===== config.mk =====
export PLATFORM = sky130hd
export DESIGN_NAME = async_serial_unit
export DESIGN_NICKNAME = d
export VERILOG_FILES = /design/src/hw/async_serial_pkg.sv /design/src/hw/async_serial_unit.sv
export SDC_FILE = /design/constraint.sdc
export NUM_CORES = 1
export LEC_CHECK = 0
export BUFFER_PORTS_ARGS = -buffer_cell sky130_fd_sc_hd__buf_4
export CORE_UTILIZATION = 40
export CTS_CLUSTER_SIZE = 25
export DETAILED_ROUTE_END_ITERATION = 8
export GPL_TIMING_DRIVEN = 0
export PLACE_DENSITY_LB_ADDON = 0.25
export REMOVE_ABC_BUFFERS = 1
export SYNTH_ARGS = -nofsm -noshare
export SYNTH_HDL_FRONTEND = slang
export SYNTH_SLANG_ARGS = --single-unit

===== constraint.sdc =====
create_clock -name ref_clk_i -period 5.65 [get_ports ref_clk_i]
set_input_delay 0.565 -clock ref_clk_i [delete_from_list [all_inputs] [get_ports ref_clk_i]]
set_output_delay 0.565 -clock ref_clk_i [all_outputs]
set_load 0.02 [all_outputs]

===== src/hw/async_serial_pkg.sv =====
// package: register map, field layouts and enums of the async serial port
package async_serial_pkg;
  // word indices; the byte address is four times the index
  localparam logic [5:0] IDX_BAUD   = 6'h0D;
  localparam logic [5:0] IDX_CTRL1  = 6'h0E;
  localparam logic [5:0] IDX_CTRL2  = 6'h0F;
  localparam logic [5:0] IDX_STATUS = 6'h10;
  localparam logic [5:0] IDX_DATA   = 6'h11;
  // positions inside one bit time of sixteen oversample ticks
  localparam logic [3:0] SUB_LAST = 4'hF;
  localparam logic [3:0] SUB_HALF = 4'h8;
  localparam logic [3:0] VER_A    = 4'h3;
  localparam logic [3:0] VER_B    = 4'h5;
  localparam logic [3:0] VER_C    = 4'h7;
  localparam logic [3:0] SMP_A    = 4'h8;
  localparam logic [3:0] SMP_B    = 4'h9;
  localparam logic [3:0] SMP_C    = 4'hA;
  localparam logic [3:0] FRAME_LEN8 = 4'hA;
  localparam logic [3:0] FRAME_LEN9 = 4'hB;
  localparam logic [3:0] DATA_LAST8 = 4'h8;
  localparam logic [3:0] DATA_LAST9 = 4'h9;
  localparam logic [7:0] IDLE_TICKS8 = 8'hA0;
  localparam logic [7:0] IDLE_TICKS9 = 8'hB0;
  typedef struct packed {
    logic rx_bit8;
    logic tx_bit8;
    logic rsvd;
    logic word9;
    logic wake_addr;
    logic clock_polarity_sel;
    logic clock_phase_sel;
    logic last_bit_clock_sel;
  } serial_control_one_t;
  typedef struct packed {
    logic tx_empty_irq_en;
    logic tx_complete_irq_en;
    logic rx_irq_en;
    logic idle_irq_en;
    logic tx_enable;
    logic rx_enable;
    logic rx_sleep_ctrl;
    logic send_break_ctrl;
  } serial_control_two_t;
  typedef struct packed {
    logic tx_buffer_empty;
    logic tx_complete;
    logic rx_buffer_full;
    logic idle;
    logic overrun;
    logic noise_flag;
    logic frame_error_flag;
    logic rsvd;
  } serial_status_t;
  typedef struct packed {
    logic [1:0] presc;
    logic [2:0] tx_sel;
    logic [2:0] rx_sel;
  } baud_t;
  localparam serial_status_t STATUS_RST = 8'hC0;
  typedef enum logic [2:0] {TX_IDLE, TX_PRE, TX_BRK, TX_MARK, TX_DATA} tx_kind_t;
  typedef enum logic [1:0] {RX_WAIT_ONE, RX_IDLE, RX_START, RX_BITS} rx_state_t;
endpackage


===== src/hw/async_serial_unit.sv =====
// async serial port: wishbone registers, baud divider, transmitter, receiver
//
// Design decision made here: the Wishbone register port.
`timescale 1ns/100ps
// Functional notes
// receiver waits for start at 16x tick
// start needs two of three low samples
// each bit sampled thrice, majority vote
// disagreeing samples set the noise flag
// framing error acts as stop, early restart
// break frame needs a one before start
// idle-mode sleep wakes after idle string
// address-mode sleep wakes on msb one
// far transmitter places idle strings between messages
// sync clock only on data bits
// last-bit, polarity, phase controls shape clock
// disabled transmitter floats data and clock
// software fixes clock controls before enabling
// bit time is sixteen oversample ticks
// data write loads shifter, sets buffer empty
// load aligned to bit clock, lsb first
// transmit complete when nothing left pending
// disable mid-character finishes that character
// received byte sets receive full, readable
// overrun, noise, framing flags on errors
// idle flag only after a character
// thirty-two rates, separate tx and rx
// word length selects eight or nine bits
// overrun keeps old data, drops new
// status then data read clears rx flags
// status then data write clears tx flags
// start zero, stop one, idle one
module async_serial_unit (
  input  wire logic        ref_clk_i,
  input  wire logic        rst_i,
  input  wire logic        wb_cyc_i,
  input  wire logic        wb_stb_i,
  input  wire logic        wb_we_i,
  input  wire logic [7:0]  wb_adr_i,
  input  wire logic [3:0]  wb_sel_i,
  input  wire logic [31:0] wb_dat_i,
  input  wire logic        serial_in_pin_i,
  output logic      [31:0] wb_dat_o,
  output logic             wb_ack_o,
  output logic             tx_data_o,
  output logic             tx_data_oe_n_o,
  output logic             sync_clk_o,
  output logic             sync_clk_oe_n_o,
  output logic             irq_o
);
  typedef struct packed {
    logic                                ack;
    logic [7:0]                          rdat;
    logic                                irq;
    async_serial_pkg::serial_control_one_t c1;
    async_serial_pkg::serial_control_two_t c2;
    async_serial_pkg::baud_t             baud;
    async_serial_pkg::serial_status_t    st;
    logic                                arm;
    logic [7:0]                          tx_hold;
    logic [7:0]                          rx_hold;
    logic [1:0]                          pre_cnt;
    logic [6:0]                          div_cnt;
    logic                                sync0;
    logic                                sync1;
    async_serial_pkg::tx_kind_t          tx_kind;
    logic [3:0]                          tx_sub;
    logic [3:0]                          tx_idx;
    logic [3:0]                          tx_len;
    logic [10:0]                         tx_sh;
    logic                                pre_pend;
    logic                                te_d;
    logic                                brk_last;
    logic                                tx_line;
    logic                                tx_oe_n;
    logic                                sclk;
    logic                                sclk_oe_n;
    async_serial_pkg::rx_state_t         rx_state;
    logic [3:0]                          rx_sub;
    logic [3:0]                          rx_idx;
    logic [2:0]                          rx_smp;
    logic                                rx_noise;
    logic [8:0]                          rx_sh;
    logic [7:0]                          idle_cnt;
    logic                                rx_seen;
  } state_t;

  state_t     s;
  state_t     next_s;
  logic       req;
  logic       hit_w;
  logic [5:0] idx;
  logic       stat_rd;
  logic       dat_rd;
  logic       dat_wr;
  logic       presc_tick;
  logic [6:0] rx_mask;
  logic [6:0] tx_mask;
  logic       rx_tick;
  logic       tx_tick;
  logic       tx_bit;
  logic [3:0] nlen;
  logic [3:0] dlast;
  logic [7:0] idle_ticks;
  logic       tx_load;
  logic       rx_done;
  logic       rx_fill;
  logic [2:0] trio;
  logic       vote;
  logic       dis;
  logic       msb;
  logic       brk;
  logic       wake_hit;
  logic       sclk_act;

  function automatic logic maj(input logic [2:0] v);
    return (v[0] & v[1]) | (v[0] & v[2]) | (v[1] & v[2]);
  endfunction

  assign req        = wb_cyc_i & wb_stb_i & ~s.ack;
  assign hit_w      = req & wb_we_i & wb_sel_i[0];
  assign idx        = wb_adr_i[7:2];
  assign stat_rd    = req & ~wb_we_i & (idx == async_serial_pkg::IDX_STATUS);
  assign dat_rd     = req & ~wb_we_i & (idx == async_serial_pkg::IDX_DATA);
  assign dat_wr     = hit_w & (idx == async_serial_pkg::IDX_DATA);
  // prescaler (1..4) then binary divider (1..128): 32 rates per direction
  assign presc_tick = (s.pre_cnt == 2'h0);
  assign rx_mask    = 7'((8'h01 << s.baud.rx_sel) - 8'h01);
  assign tx_mask    = 7'((8'h01 << s.baud.tx_sel) - 8'h01);
  assign rx_tick    = presc_tick & ((s.div_cnt & rx_mask) == rx_mask);
  assign tx_tick    = presc_tick & ((s.div_cnt & tx_mask) == tx_mask);
  assign tx_bit     = tx_tick & (s.tx_sub == async_serial_pkg::SUB_LAST);
  assign nlen       = s.c1.word9 ? async_serial_pkg::FRAME_LEN9 : async_serial_pkg::FRAME_LEN8;
  assign dlast      = s.c1.word9 ? async_serial_pkg::DATA_LAST9 : async_serial_pkg::DATA_LAST8;
  assign idle_ticks = s.c1.word9 ? async_serial_pkg::IDLE_TICKS9 : async_serial_pkg::IDLE_TICKS8;

  always_comb begin
    next_s   = s;
    tx_load  = 1'b0;
    rx_done  = 1'b0;
    rx_fill  = 1'b0;
    trio     = 3'h0;
    vote     = 1'b0;
    dis      = 1'b0;
    msb      = 1'b0;
    brk      = 1'b0;
    wake_hit = 1'b0;
    sclk_act = 1'b0;
    next_s.ack   = req;
    next_s.sync0 = serial_in_pin_i;
    next_s.sync1 = s.sync0;
    // register reads; unmapped words read zero
    if (req && !wb_we_i) begin
      case (idx)
        async_serial_pkg::IDX_BAUD:   next_s.rdat = s.baud;
        async_serial_pkg::IDX_CTRL1:  next_s.rdat = s.c1;
        async_serial_pkg::IDX_CTRL2:  next_s.rdat = s.c2;
        async_serial_pkg::IDX_STATUS: next_s.rdat = s.st;
        async_serial_pkg::IDX_DATA:   next_s.rdat = s.rx_hold;
        default:                      next_s.rdat = 8'h00;
      endcase
    end
    if (hit_w) begin
      case (idx)
        async_serial_pkg::IDX_BAUD:  next_s.baud = wb_dat_i[7:0];
        async_serial_pkg::IDX_CTRL1: begin
          next_s.c1         = wb_dat_i[7:0];
          next_s.c1.rx_bit8 = s.c1.rx_bit8;
          next_s.c1.rsvd    = 1'b0;
        end
        async_serial_pkg::IDX_CTRL2: next_s.c2 = wb_dat_i[7:0];
        async_serial_pkg::IDX_DATA: begin
          next_s.tx_hold            = wb_dat_i[7:0];
          next_s.st.tx_buffer_empty = 1'b0;
        end
        default: ;
      endcase
    end
    // two-step flag clearing; hardware sets below win
    if (stat_rd) next_s.arm = 1'b1;
    if (dat_rd) begin
      if (s.arm) begin
        next_s.st.rx_buffer_full   = 1'b0;
        next_s.st.idle             = 1'b0;
        next_s.st.overrun          = 1'b0;
        next_s.st.noise_flag       = 1'b0;
        next_s.st.frame_error_flag = 1'b0;
      end
      next_s.arm = 1'b0;
    end
    if (dat_wr) begin
      if (s.arm) next_s.st.tx_complete = 1'b0;
      next_s.arm = 1'b0;
    end
    // baud generator
    next_s.pre_cnt = presc_tick ? s.baud.presc : s.pre_cnt - 2'h1;
    if (presc_tick) next_s.div_cnt = s.div_cnt + 7'h01;
    // transmitter: new frames only start on a bit boundary
    next_s.te_d = s.c2.tx_enable;
    if (s.c2.tx_enable && !s.te_d) next_s.pre_pend = 1'b1;
    if (tx_tick) next_s.tx_sub = s.tx_sub + 4'h1;
    if (tx_bit) begin
      if (s.tx_kind != async_serial_pkg::TX_IDLE && s.tx_idx != s.tx_len - 4'h1) begin
        next_s.tx_idx = s.tx_idx + 4'h1;
        next_s.tx_sh  = {1'b1, s.tx_sh[10:1]};
      end else begin
        next_s.tx_idx = 4'h0;
        next_s.tx_len = nlen;
        if (s.c2.tx_enable && s.pre_pend) begin
          next_s.tx_kind  = async_serial_pkg::TX_PRE;
          next_s.tx_sh    = '1;
          next_s.pre_pend = 1'b0;
        end else if (s.c2.tx_enable && s.c2.send_break_ctrl) begin
          next_s.tx_kind  = async_serial_pkg::TX_BRK;
          next_s.tx_sh    = '0;
          next_s.brk_last = 1'b1;
        end else if (s.c2.tx_enable && s.brk_last) begin
          // one mark bit after a break so the far end sees a start edge
          next_s.tx_kind  = async_serial_pkg::TX_MARK;
          next_s.tx_sh    = '1;
          next_s.tx_len   = 4'h1;
          next_s.brk_last = 1'b0;
        end else if (s.c2.tx_enable && !s.st.tx_buffer_empty) begin
          next_s.tx_kind = async_serial_pkg::TX_DATA;
          next_s.tx_sh   = {1'b1, s.c1.word9 ? s.c1.tx_bit8 : 1'b1, s.tx_hold, 1'b0};
          tx_load        = 1'b1;
          if (!dat_wr) next_s.st.tx_buffer_empty = 1'b1;
        end else begin
          next_s.tx_kind = async_serial_pkg::TX_IDLE;
          if (s.tx_kind != async_serial_pkg::TX_IDLE) next_s.st.tx_complete = 1'b1;
        end
      end
    end
    // a frame in flight keeps the pins even after disable
    next_s.tx_oe_n = !(s.c2.tx_enable || next_s.tx_kind != async_serial_pkg::TX_IDLE);
    next_s.tx_line = (next_s.tx_kind == async_serial_pkg::TX_IDLE) || next_s.tx_sh[0];
    sclk_act = (next_s.tx_kind == async_serial_pkg::TX_DATA) && (next_s.tx_idx != 4'h0)
             && (next_s.tx_idx <= dlast)
             && (next_s.tx_idx != dlast || s.c1.last_bit_clock_sel)
             && (s.c1.clock_phase_sel ? next_s.tx_sub < async_serial_pkg::SUB_HALF
                                      : next_s.tx_sub >= async_serial_pkg::SUB_HALF);
    next_s.sclk      = s.c1.clock_polarity_sel ^ sclk_act;
    next_s.sclk_oe_n = next_s.tx_oe_n;
    // receiver
    if (rx_tick) begin
      if (!s.sync1) next_s.idle_cnt = 8'h00;
      else if (s.idle_cnt < idle_ticks) next_s.idle_cnt = s.idle_cnt + 8'h01;
      if (s.sync1 && s.idle_cnt == idle_ticks - 8'h01) begin
        if (s.c2.rx_sleep_ctrl && !s.c1.wake_addr) begin
          next_s.c2.rx_sleep_ctrl = 1'b0;
        end else if (!s.c2.rx_sleep_ctrl && s.rx_seen && s.c2.rx_enable) begin
          next_s.st.idle = 1'b1;
          next_s.rx_seen = 1'b0;
        end
      end
      next_s.rx_sub = s.rx_sub + 4'h1;
      unique case (s.rx_state)
        async_serial_pkg::RX_WAIT_ONE: begin
          if (s.sync1) next_s.rx_state = async_serial_pkg::RX_IDLE;
        end
        async_serial_pkg::RX_IDLE: begin
          if (!s.sync1) begin
            next_s.rx_state = async_serial_pkg::RX_START;
            next_s.rx_sub   = 4'h1;
            next_s.rx_sh    = '0;
          end
        end
        async_serial_pkg::RX_START: begin
          if (s.rx_sub == async_serial_pkg::VER_A) next_s.rx_smp[0] = s.sync1;
          if (s.rx_sub == async_serial_pkg::VER_B) next_s.rx_smp[1] = s.sync1;
          if (s.rx_sub == async_serial_pkg::VER_C) begin
            trio = {s.sync1, s.rx_smp[1:0]};
            if (maj(trio)) begin
              next_s.rx_state = async_serial_pkg::RX_IDLE;
            end else begin
              next_s.rx_state = async_serial_pkg::RX_BITS;
              next_s.rx_idx   = 4'h0;
              next_s.rx_noise = (|trio) & ~(&trio);
            end
          end
        end
        async_serial_pkg::RX_BITS: begin
          if (s.rx_sub == async_serial_pkg::SMP_A) next_s.rx_smp[0] = s.sync1;
          if (s.rx_sub == async_serial_pkg::SMP_B) next_s.rx_smp[1] = s.sync1;
          if (s.rx_sub == async_serial_pkg::SMP_C) begin
            trio            = {s.sync1, s.rx_smp[1:0]};
            vote            = maj(trio);
            dis             = (|trio) & ~(&trio);
            next_s.rx_noise = s.rx_noise | dis;
            if (s.rx_idx != 4'h0 && s.rx_idx <= dlast) next_s.rx_sh[s.rx_idx - 4'h1] = vote;
            if (s.rx_idx == dlast + 4'h1) rx_done = 1'b1;
          end
          if (s.rx_sub == async_serial_pkg::SUB_LAST) next_s.rx_idx = s.rx_idx + 4'h1;
        end
      endcase
    end
    if (rx_done) begin
      msb      = s.c1.word9 ? s.rx_sh[8] : s.rx_sh[7];
      brk      = !vote && (s.rx_sh == 9'h000);
      wake_hit = s.c2.rx_sleep_ctrl && s.c1.wake_addr && msb;
      // bad stop taken as a one: idle state re-arms start at once, except a break, which waits for a one first
      next_s.rx_state = brk ? async_serial_pkg::RX_WAIT_ONE : async_serial_pkg::RX_IDLE;
      if (wake_hit) next_s.c2.rx_sleep_ctrl = 1'b0;
      if (s.c2.rx_enable && (!s.c2.rx_sleep_ctrl || wake_hit)) begin
        next_s.rx_seen = 1'b1;
        if (s.st.rx_buffer_full || s.st.frame_error_flag) begin
          next_s.st.overrun = 1'b1;
        end else begin
          rx_fill                    = 1'b1;
          next_s.st.rx_buffer_full   = 1'b1;
          next_s.rx_hold             = s.rx_sh[7:0];
          next_s.c1.rx_bit8          = s.rx_sh[8];
          next_s.st.noise_flag       = next_s.st.noise_flag | s.rx_noise | dis;
          next_s.st.frame_error_flag = !vote;
        end
      end
    end
    if (!s.c2.rx_enable) next_s.rx_state = async_serial_pkg::RX_WAIT_ONE;
    next_s.irq = (next_s.c2.tx_empty_irq_en & next_s.st.tx_buffer_empty)
               | (next_s.c2.tx_complete_irq_en & next_s.st.tx_complete)
               | (next_s.c2.rx_irq_en & (next_s.st.rx_buffer_full | next_s.st.overrun))
               | (next_s.c2.idle_irq_en & next_s.st.idle);
  end

  always_ff @(posedge ref_clk_i) begin
    if (rst_i) begin
      s           <= '0;
      s.st        <= async_serial_pkg::STATUS_RST;
      s.tx_line   <= 1'b1;
      s.tx_oe_n   <= 1'b1;
      s.sclk_oe_n <= 1'b1;
    end else begin
      s <= next_s;
    end
  end

  assign wb_dat_o        = {24'h000000, s.rdat};
  assign wb_ack_o        = s.ack;
  assign tx_data_o       = s.tx_line;
  assign tx_data_oe_n_o  = s.tx_oe_n;
  assign sync_clk_o      = s.sclk;
  assign sync_clk_oe_n_o = s.sclk_oe_n;
  assign irq_o           = s.irq;
endmodule


### Word level (Yosys, flattened, before mapping)

Index checks and enable logic that the tools add are counted.

| cells by class | value |
|---|---|
| add/subtract/negate cells | 13 |
| $lt $le $gt $ge | 7 |
| equal/unequal tests | 37 |
| shifts and indexed selects | 2 |
| multiplexer cells | 112 |
| bitwise gates (word level) | 38 |
| reduce and logical (&&, ||, !) cells | 66 |

Operator list:

| cell | number |
|---|---|
| $mux 1 | 57 |
| $mux 11 | 5 |
| $mux 4 | 10 |
| $pmux 8 s5 | 1 |
| $mux 8 | 4 |
| $mux 3 | 8 |
| $mux 2 | 11 |
| $logic_and 1x1->1 | 21 |
| $add 4x1->4 const B | 5 |
| $eq 4x4->1 const B | 5 |
| $mux 10 | 2 |
| $mux 20 | 1 |
| $ne 2x2->1 const B | 10 |
| $reduce_and 5->1 | 4 |
| $and 1x1->1 | 19 |
| $eq 6x4->1 const B | 3 |
| $mux 9 | 2 |
| $pmux 9 s2 | 1 |
| $mux 17 | 1 |
| $mux 5 | 3 |
| $and 7x7->7 | 2 |
| $eq 7x7->1 | 2 |
| $reduce_and 2->1 | 7 |
| $shl 1x3->7 const A | 2 |
| 45 further kinds | 89 |

| storage, ports and cells | value |
|---|---|
| register bits | 131 |
| input bits | 50 |
| output and inout bits | 38 |
| logic and storage cells | 331 |

### Logic depth before layout (Yosys ltp)

| logic depth | value |
|---|---|
| depth in word-level cells | 17 |
| gate-level depth with buffers | 17 |
| gate-level depth less buffers | 15 |

### Worst setup path after synthesis

Ideal clock, no wire load.

| path | value |
|---|---|
| path type | reg2reg |
| start point | register s[106] (netlist name) |
| end point | register s (netlist bit sync_clk_o) |
| library setup time | 0.128 ns |
| arrival time | 3.438 ns |
| data required time | 5.522 ns |
| setup slack | 2.084 ns |
| stages on the path, launching flop included | 17 |
| buffers on the path | 2 |
| period minus slack after synthesis | 3.566 ns |
| path through | dfxtp_1 -> buf_6 -> or3_4 -> ha_1 -> or4b_1 -> a31oi_2 -> nor2_1 -> nand2_1 -> buf_2 -> nor2_1 -> mux2i_1 -> ha_1 -> mux2_2 -> o2111ai_1 -> and3b_1 -> mux2i_1 -> nand4b_1 |

| on the way | value |
|---|---|
| cells in the longest elaborated chain, start to end | 13 |
| elaborated cells between the ends (all ways) | 22 |
| those cells by class | add/sub: 1; order compare: 3; eq/ne: 3; shift: 1; mux: 4; bitwise: 4; reduce/logical: 6 |

Ends and longest elaborated chain:

| what | line | source |
|---|---|---|
| start: declaration | async_serial_unit.sv:88 | `state_t s;` |
| start signal: assignment | async_serial_unit.sv:333 | `s <= next_s;` |
| $shl 1x3->7 * | async_serial_unit.sv:129 | `assign tx_mask = 7'((8'h01 << s.baud.tx_sel) - 8'h01);` |
| $sub 7x1->7 * | async_serial_unit.sv:129 |  |
| $and 7x7->7 | async_serial_unit.sv:131 | `assign tx_tick = presc_tick & ((s.div_cnt & tx_mask) == tx_mask);` |
| $eq 7x7->1 * | async_serial_unit.sv:131 |  |
| $and 1x1->1 * | async_serial_unit.sv:131 |  |
| parallel branches: the longest is 6 deep, another holds $le 4x4->1 | - |  |
| $logic_and 1x1->1 * | async_serial_unit.sv:240 | `&& (s.c1.clock_phase_sel ? next_s.tx_sub < async_serial_pkg::SUB_HALF` |
| $xor 1x1->1 * | async_serial_unit.sv:242 | `next_s.sclk = s.c1.clock_polarity_sel ^ sclk_act;` |

Mark *: on every way between the ends.
A chain may end at the register's enable or synchronous reset.

### Final worst setup path

Same ends and word-level chain as after synthesis.

==> parameters.txt <==
Parameter                              Value

Status
  Status ... finished, final reports clean

GRT
  Global-route wire length before repair ... 27,500 um
  Initial antenna violation count ... 0
  Number of global-route vias before repair ... 5,302
  Total routing resource utilization after global routing ... 19.4%
  GRT overflow ... 0
  Maximum number of pins on one net before global-route repair ... slightly above 100

Floorplanning
  Initial cell density of the core ... about two fifths
  Die outline width ... 134 um
  Area of the die ... between 15,000 and 20,000 sq um
  IO Count ... 88
  Row count ... 47
  Floorplan Core Area ... 16,800 sq um
  Die Y-Extent ... 134 um

Finish
  Synthesis-to-finish area growth ... 11.5%
  Post-layout nets ... 899
  Non-filler cells in the finished layout ... 1,057
  Fraction of final layout cells with drive strength greater than 1 ... 10.9%
  # diodes ... 0
  Footprint of the multi-input gates ... just under 4000 sq um
  Number of fillers in the final layout ... 1,659
  Register Area ... between 2000 and 3000 sq um

Logic synthesis
  Area leader, netlist ... dfxtp_1
  Top flip-flop cell by instance count after synthesis ... dfxtp_1
  Yosys warnings ... 0
  Post-synthesis cell count ... 821
  Netlist area before placement ... between 6000 and 7000 sq um
  Post-Synthesis Mean Instance Area ... 8.49 sq um
  Async set-or-reset flop fraction in the synthesized netlist ... 0%
  Ranking of synthesized cells by area ... dfxtp_1 (37%), mux2i_1 (9.5%), nor2_1 (6.1%), ha_1 (4.5%), buf_4 (3.8%)
  Area share of the largest cell type after synthesis ... a little under two fifths
  Number of enable-type register cells in the synthesized netlist ... 0
  Synthesis-stage register bit count ... 129
  Unique masters post-synth ... between 80 and 90
  Portion of the post-synthesis area used by sequential elements ... 37.0%

Placement
  HPWL reported at the end of detailed placement ... 11,500 um
  Global placer's final weighted congestion ... 0.811
  Worst slack, placed ... 1.54 ns
  Dpl cells ... 1,025
  Input/output buffers ... 34

Drt
  Routed vias ... 5,707
  Via density per instance ... 5.40
  Remaining design rule violation count ... 0
  Antenna-violating nets left ... 0
  Final routed wirelength across all metal layers ... 16,500 um
  Routed wirelength normalized by instance count ... 15.6 um
  Detailed Route Iter0 Violations ... 470
  First-pass DRT Iterations ... 7

Timing
  Achievable frequency ... 241 MHz
  Worst slew pin tran ... 1.11 ns
  Final critical delay including setup and external delays ... 4.15 ns
  Max transition margin ... 25.9%
  Count of final max-slew check failures ... 0
  Count of final hold-check violations ... 0
  Final TNS setup ... 0 ns
  Final WS setup ... 1.50 ns
  Final period utilization ... 73.5%
  Setup repair after global routing missed its margin ... no
  Worst clock skew ... approximately 0.013 ns
  Setup Viol. Count Final ... 0

Clock tree
  Clock latency reported for the late side of the worst-skew pair ... 0.42 ns
  Quantity of gates resized following cts ... 0
  Setup repair bufs after CTS ... 0
  Number of buffers on the longest clock path ... 2
  H-Tree Level Count ... 4
  TritonCTS clock tree ... done
  Root buffer selected by CTS ... clkbuf_16
  Hold Buf Count CTS ... 0
  Number of buffers created by CTS ... 17
  Clock Pin Slew Worst Setup and Hold Paths ... ~0.06 ns
  Num Clock Sinks ... 129

Critical path
  Signal arrival time at the worst endpoint ... approximately 4.5 ns
  Worst setup path class ... flip-flop to flip-flop
  Register-to-Register Setup Slack ... roughly 1.5 ns
  Crit Reg-Reg Endpoint ... sync_clk_o
  Critical path's slowest cell ... a2111oi_2
  Largest driver fanout on the critical path ... 11
  Stage delay of the slowest cell on the critical path ... 0.52 ns
  Reg2reg path depth ... 13
  Ordered list of cells on the worst path ... or3_4 -> ha_1 -> a221o_1 -> a2111oi_2 -> nand2_1 -> nor2_1 -> mux2i_1 -> ha_1 -> mux2_2 -> o2111ai_1 -> and3b_1 -> mux2i_1 -> nand4b_1
  Worst flop-to-flop path startpoint ... s[106]
  Crit path required time ... approximately 6 ns
  Crit path launch type ... flip-flop
  Category of the worst setup path capture point ... flip-flop

Min path
  Worst-case hold path end point ... next_s[65]
  Hold_sp ... serial_in_pin_i
  Number of cells on the worst hold path ... 2
  Class of the most critical hold timing path ... input pin to flip-flop

Pwr
  Power consumption ... 2.15 mW
  Max rail drop VDD ... roughly 170 uV
  Leakage ... around 3.0 nW
  Pwr dens ... 276 nW/um^2

Run
  Max Cap Violations ... 0
==> layout by cell type (no fill, tap or decap), types with 13 or more instances in the layout <==
cell	synthesis	layout
nor3_1	21	21
conb_1	1	24
buf_4	35	35
o21ai_0	38	38
xor2_1	13	13
ha_1	25	25
inv_1	20	20
nor2_1	114	114
a21oi_1	49	49
dfxtp_1	129	129
clkbuf_16	0	17
nand2_1	68	68
mux2i_1	66	66
nand3_1	30	30
==> flip-flops by register name, indices dropped and copies added, names as in the netlist <==
| name | flops |
|---|---|
| irq_o | 1 |
| next_s | 2 |
| s | 114 |
| sync_clk_o | 1 |
| sync_clk_oe_n_o | 1 |
| tx_data_o | 1 |
| wb_ack_o | 1 |
| wb_dat_o | 8 |
==> cell type report <==
class,count,share of cell area [%]
Inverter,20,0.966
Clock buffer,20,5.75
Timing Repair Buffer,36,3.44
Tap cell,220,3.54
Multi-Input combinational cell,620,51.1
Clock inverter,12,2.03
Sequential cell,129,33.2
==> stage by stage <==
| step | utilization (%) | instance area, sq um | hold slack [ns] |
|---|---|---|---|
| CTS | 46.2 | 7770 | 0.352 |
| global placement | 42.5 | 7150 | 0.434 |
| finish | 46.2 | 7770 | 0.352 |
| global route | 46.2 | 7770 | 0.356 |
| detailed placement | 42.6 | 7170 | 0.450 |
| floorplan | - | 6620 | 0.414 |
==> per-layer routing <==
| metal | vias up | part of all wire [%] | global-route usage (%) |
|---|---|---|---|
| met5 | - | 0 | 0 |
| met4 | 0 | 1.2 | 5.87 |
| met3 | 19 | 3.8 | 4.50 |
| met2 | 119 | 44 | 29.1 |
| met1 | 2705 | 51 | 27.3 |
| li1 | 2864 | - | - |
==> kinds of logic after synthesis <==
kind of cell / count (synthesis) / share of synthesized area [%]
other: 1 / 0.0538
buffers and inverters: 95 / 7.39
adders and majority gates: 26 / 4.63
DFF: 129 / 37.0
xor gates and xnor gates: 22 / 2.98
AOI/OAI and AO/OA: 166 / 15.8
muxes: 70 / 10.1
and+or+nand+nor: 312 / 22.0
==> synthesized netlist by cell type, types with 9 or more instances <==
| master | n |
|---|---|
| o211ai_1 | 10 |
| buf_4 | 35 |
| nor2_1 | 114 |
| mux2i_1 | 66 |
| dfxtp_1 | 129 |
| nand2b_1 | 9 |
| xor2_1 | 13 |
| inv_1 | 20 |
| nor3_1 | 21 |
| a21oi_1 | 49 |
| clkbuf_1 | 24 |
| ha_1 | 25 |
| o21ai_0 | 38 |
| buf_2 | 10 |
| nand2_1 | 68 |
| nand3_1 | 30 |
==> worst max-delay path: cells and delay by family, from the launching register on <==
kind | cells | cell delay (ns)
and+or+nand+nor | 5 | 1.43
AOI/OAI and AO/OA | 3 | 1.02
adders and majority gates | 2 | 0.61
muxes | 3 | 0.50
DFF | 1 | 0.44
==> power by group <==
part	internal [mW]	switching, mW
clock	0.707	0.420
sequential	0.920	0.0108
combinational	0.0281	0.0614
total	1.66	0.492
==> worst max path at each step <==
stage	cells past startpoint	slack, ns	start	to
after floorplan	14	2.12	s[106]	sync_clk_o
after global placement	8	1.38	wb_adr_i[4]	irq_o
after detailed placement	13	1.54	s[106]	sync_clk_o
after CTS	13	1.51	s[106]	sync_clk_o
after global routing	14	1.19	s[106]	sync_clk_o
final	13	1.50	s[106]	sync_clk_o
(Power assumes the default switching activity.)
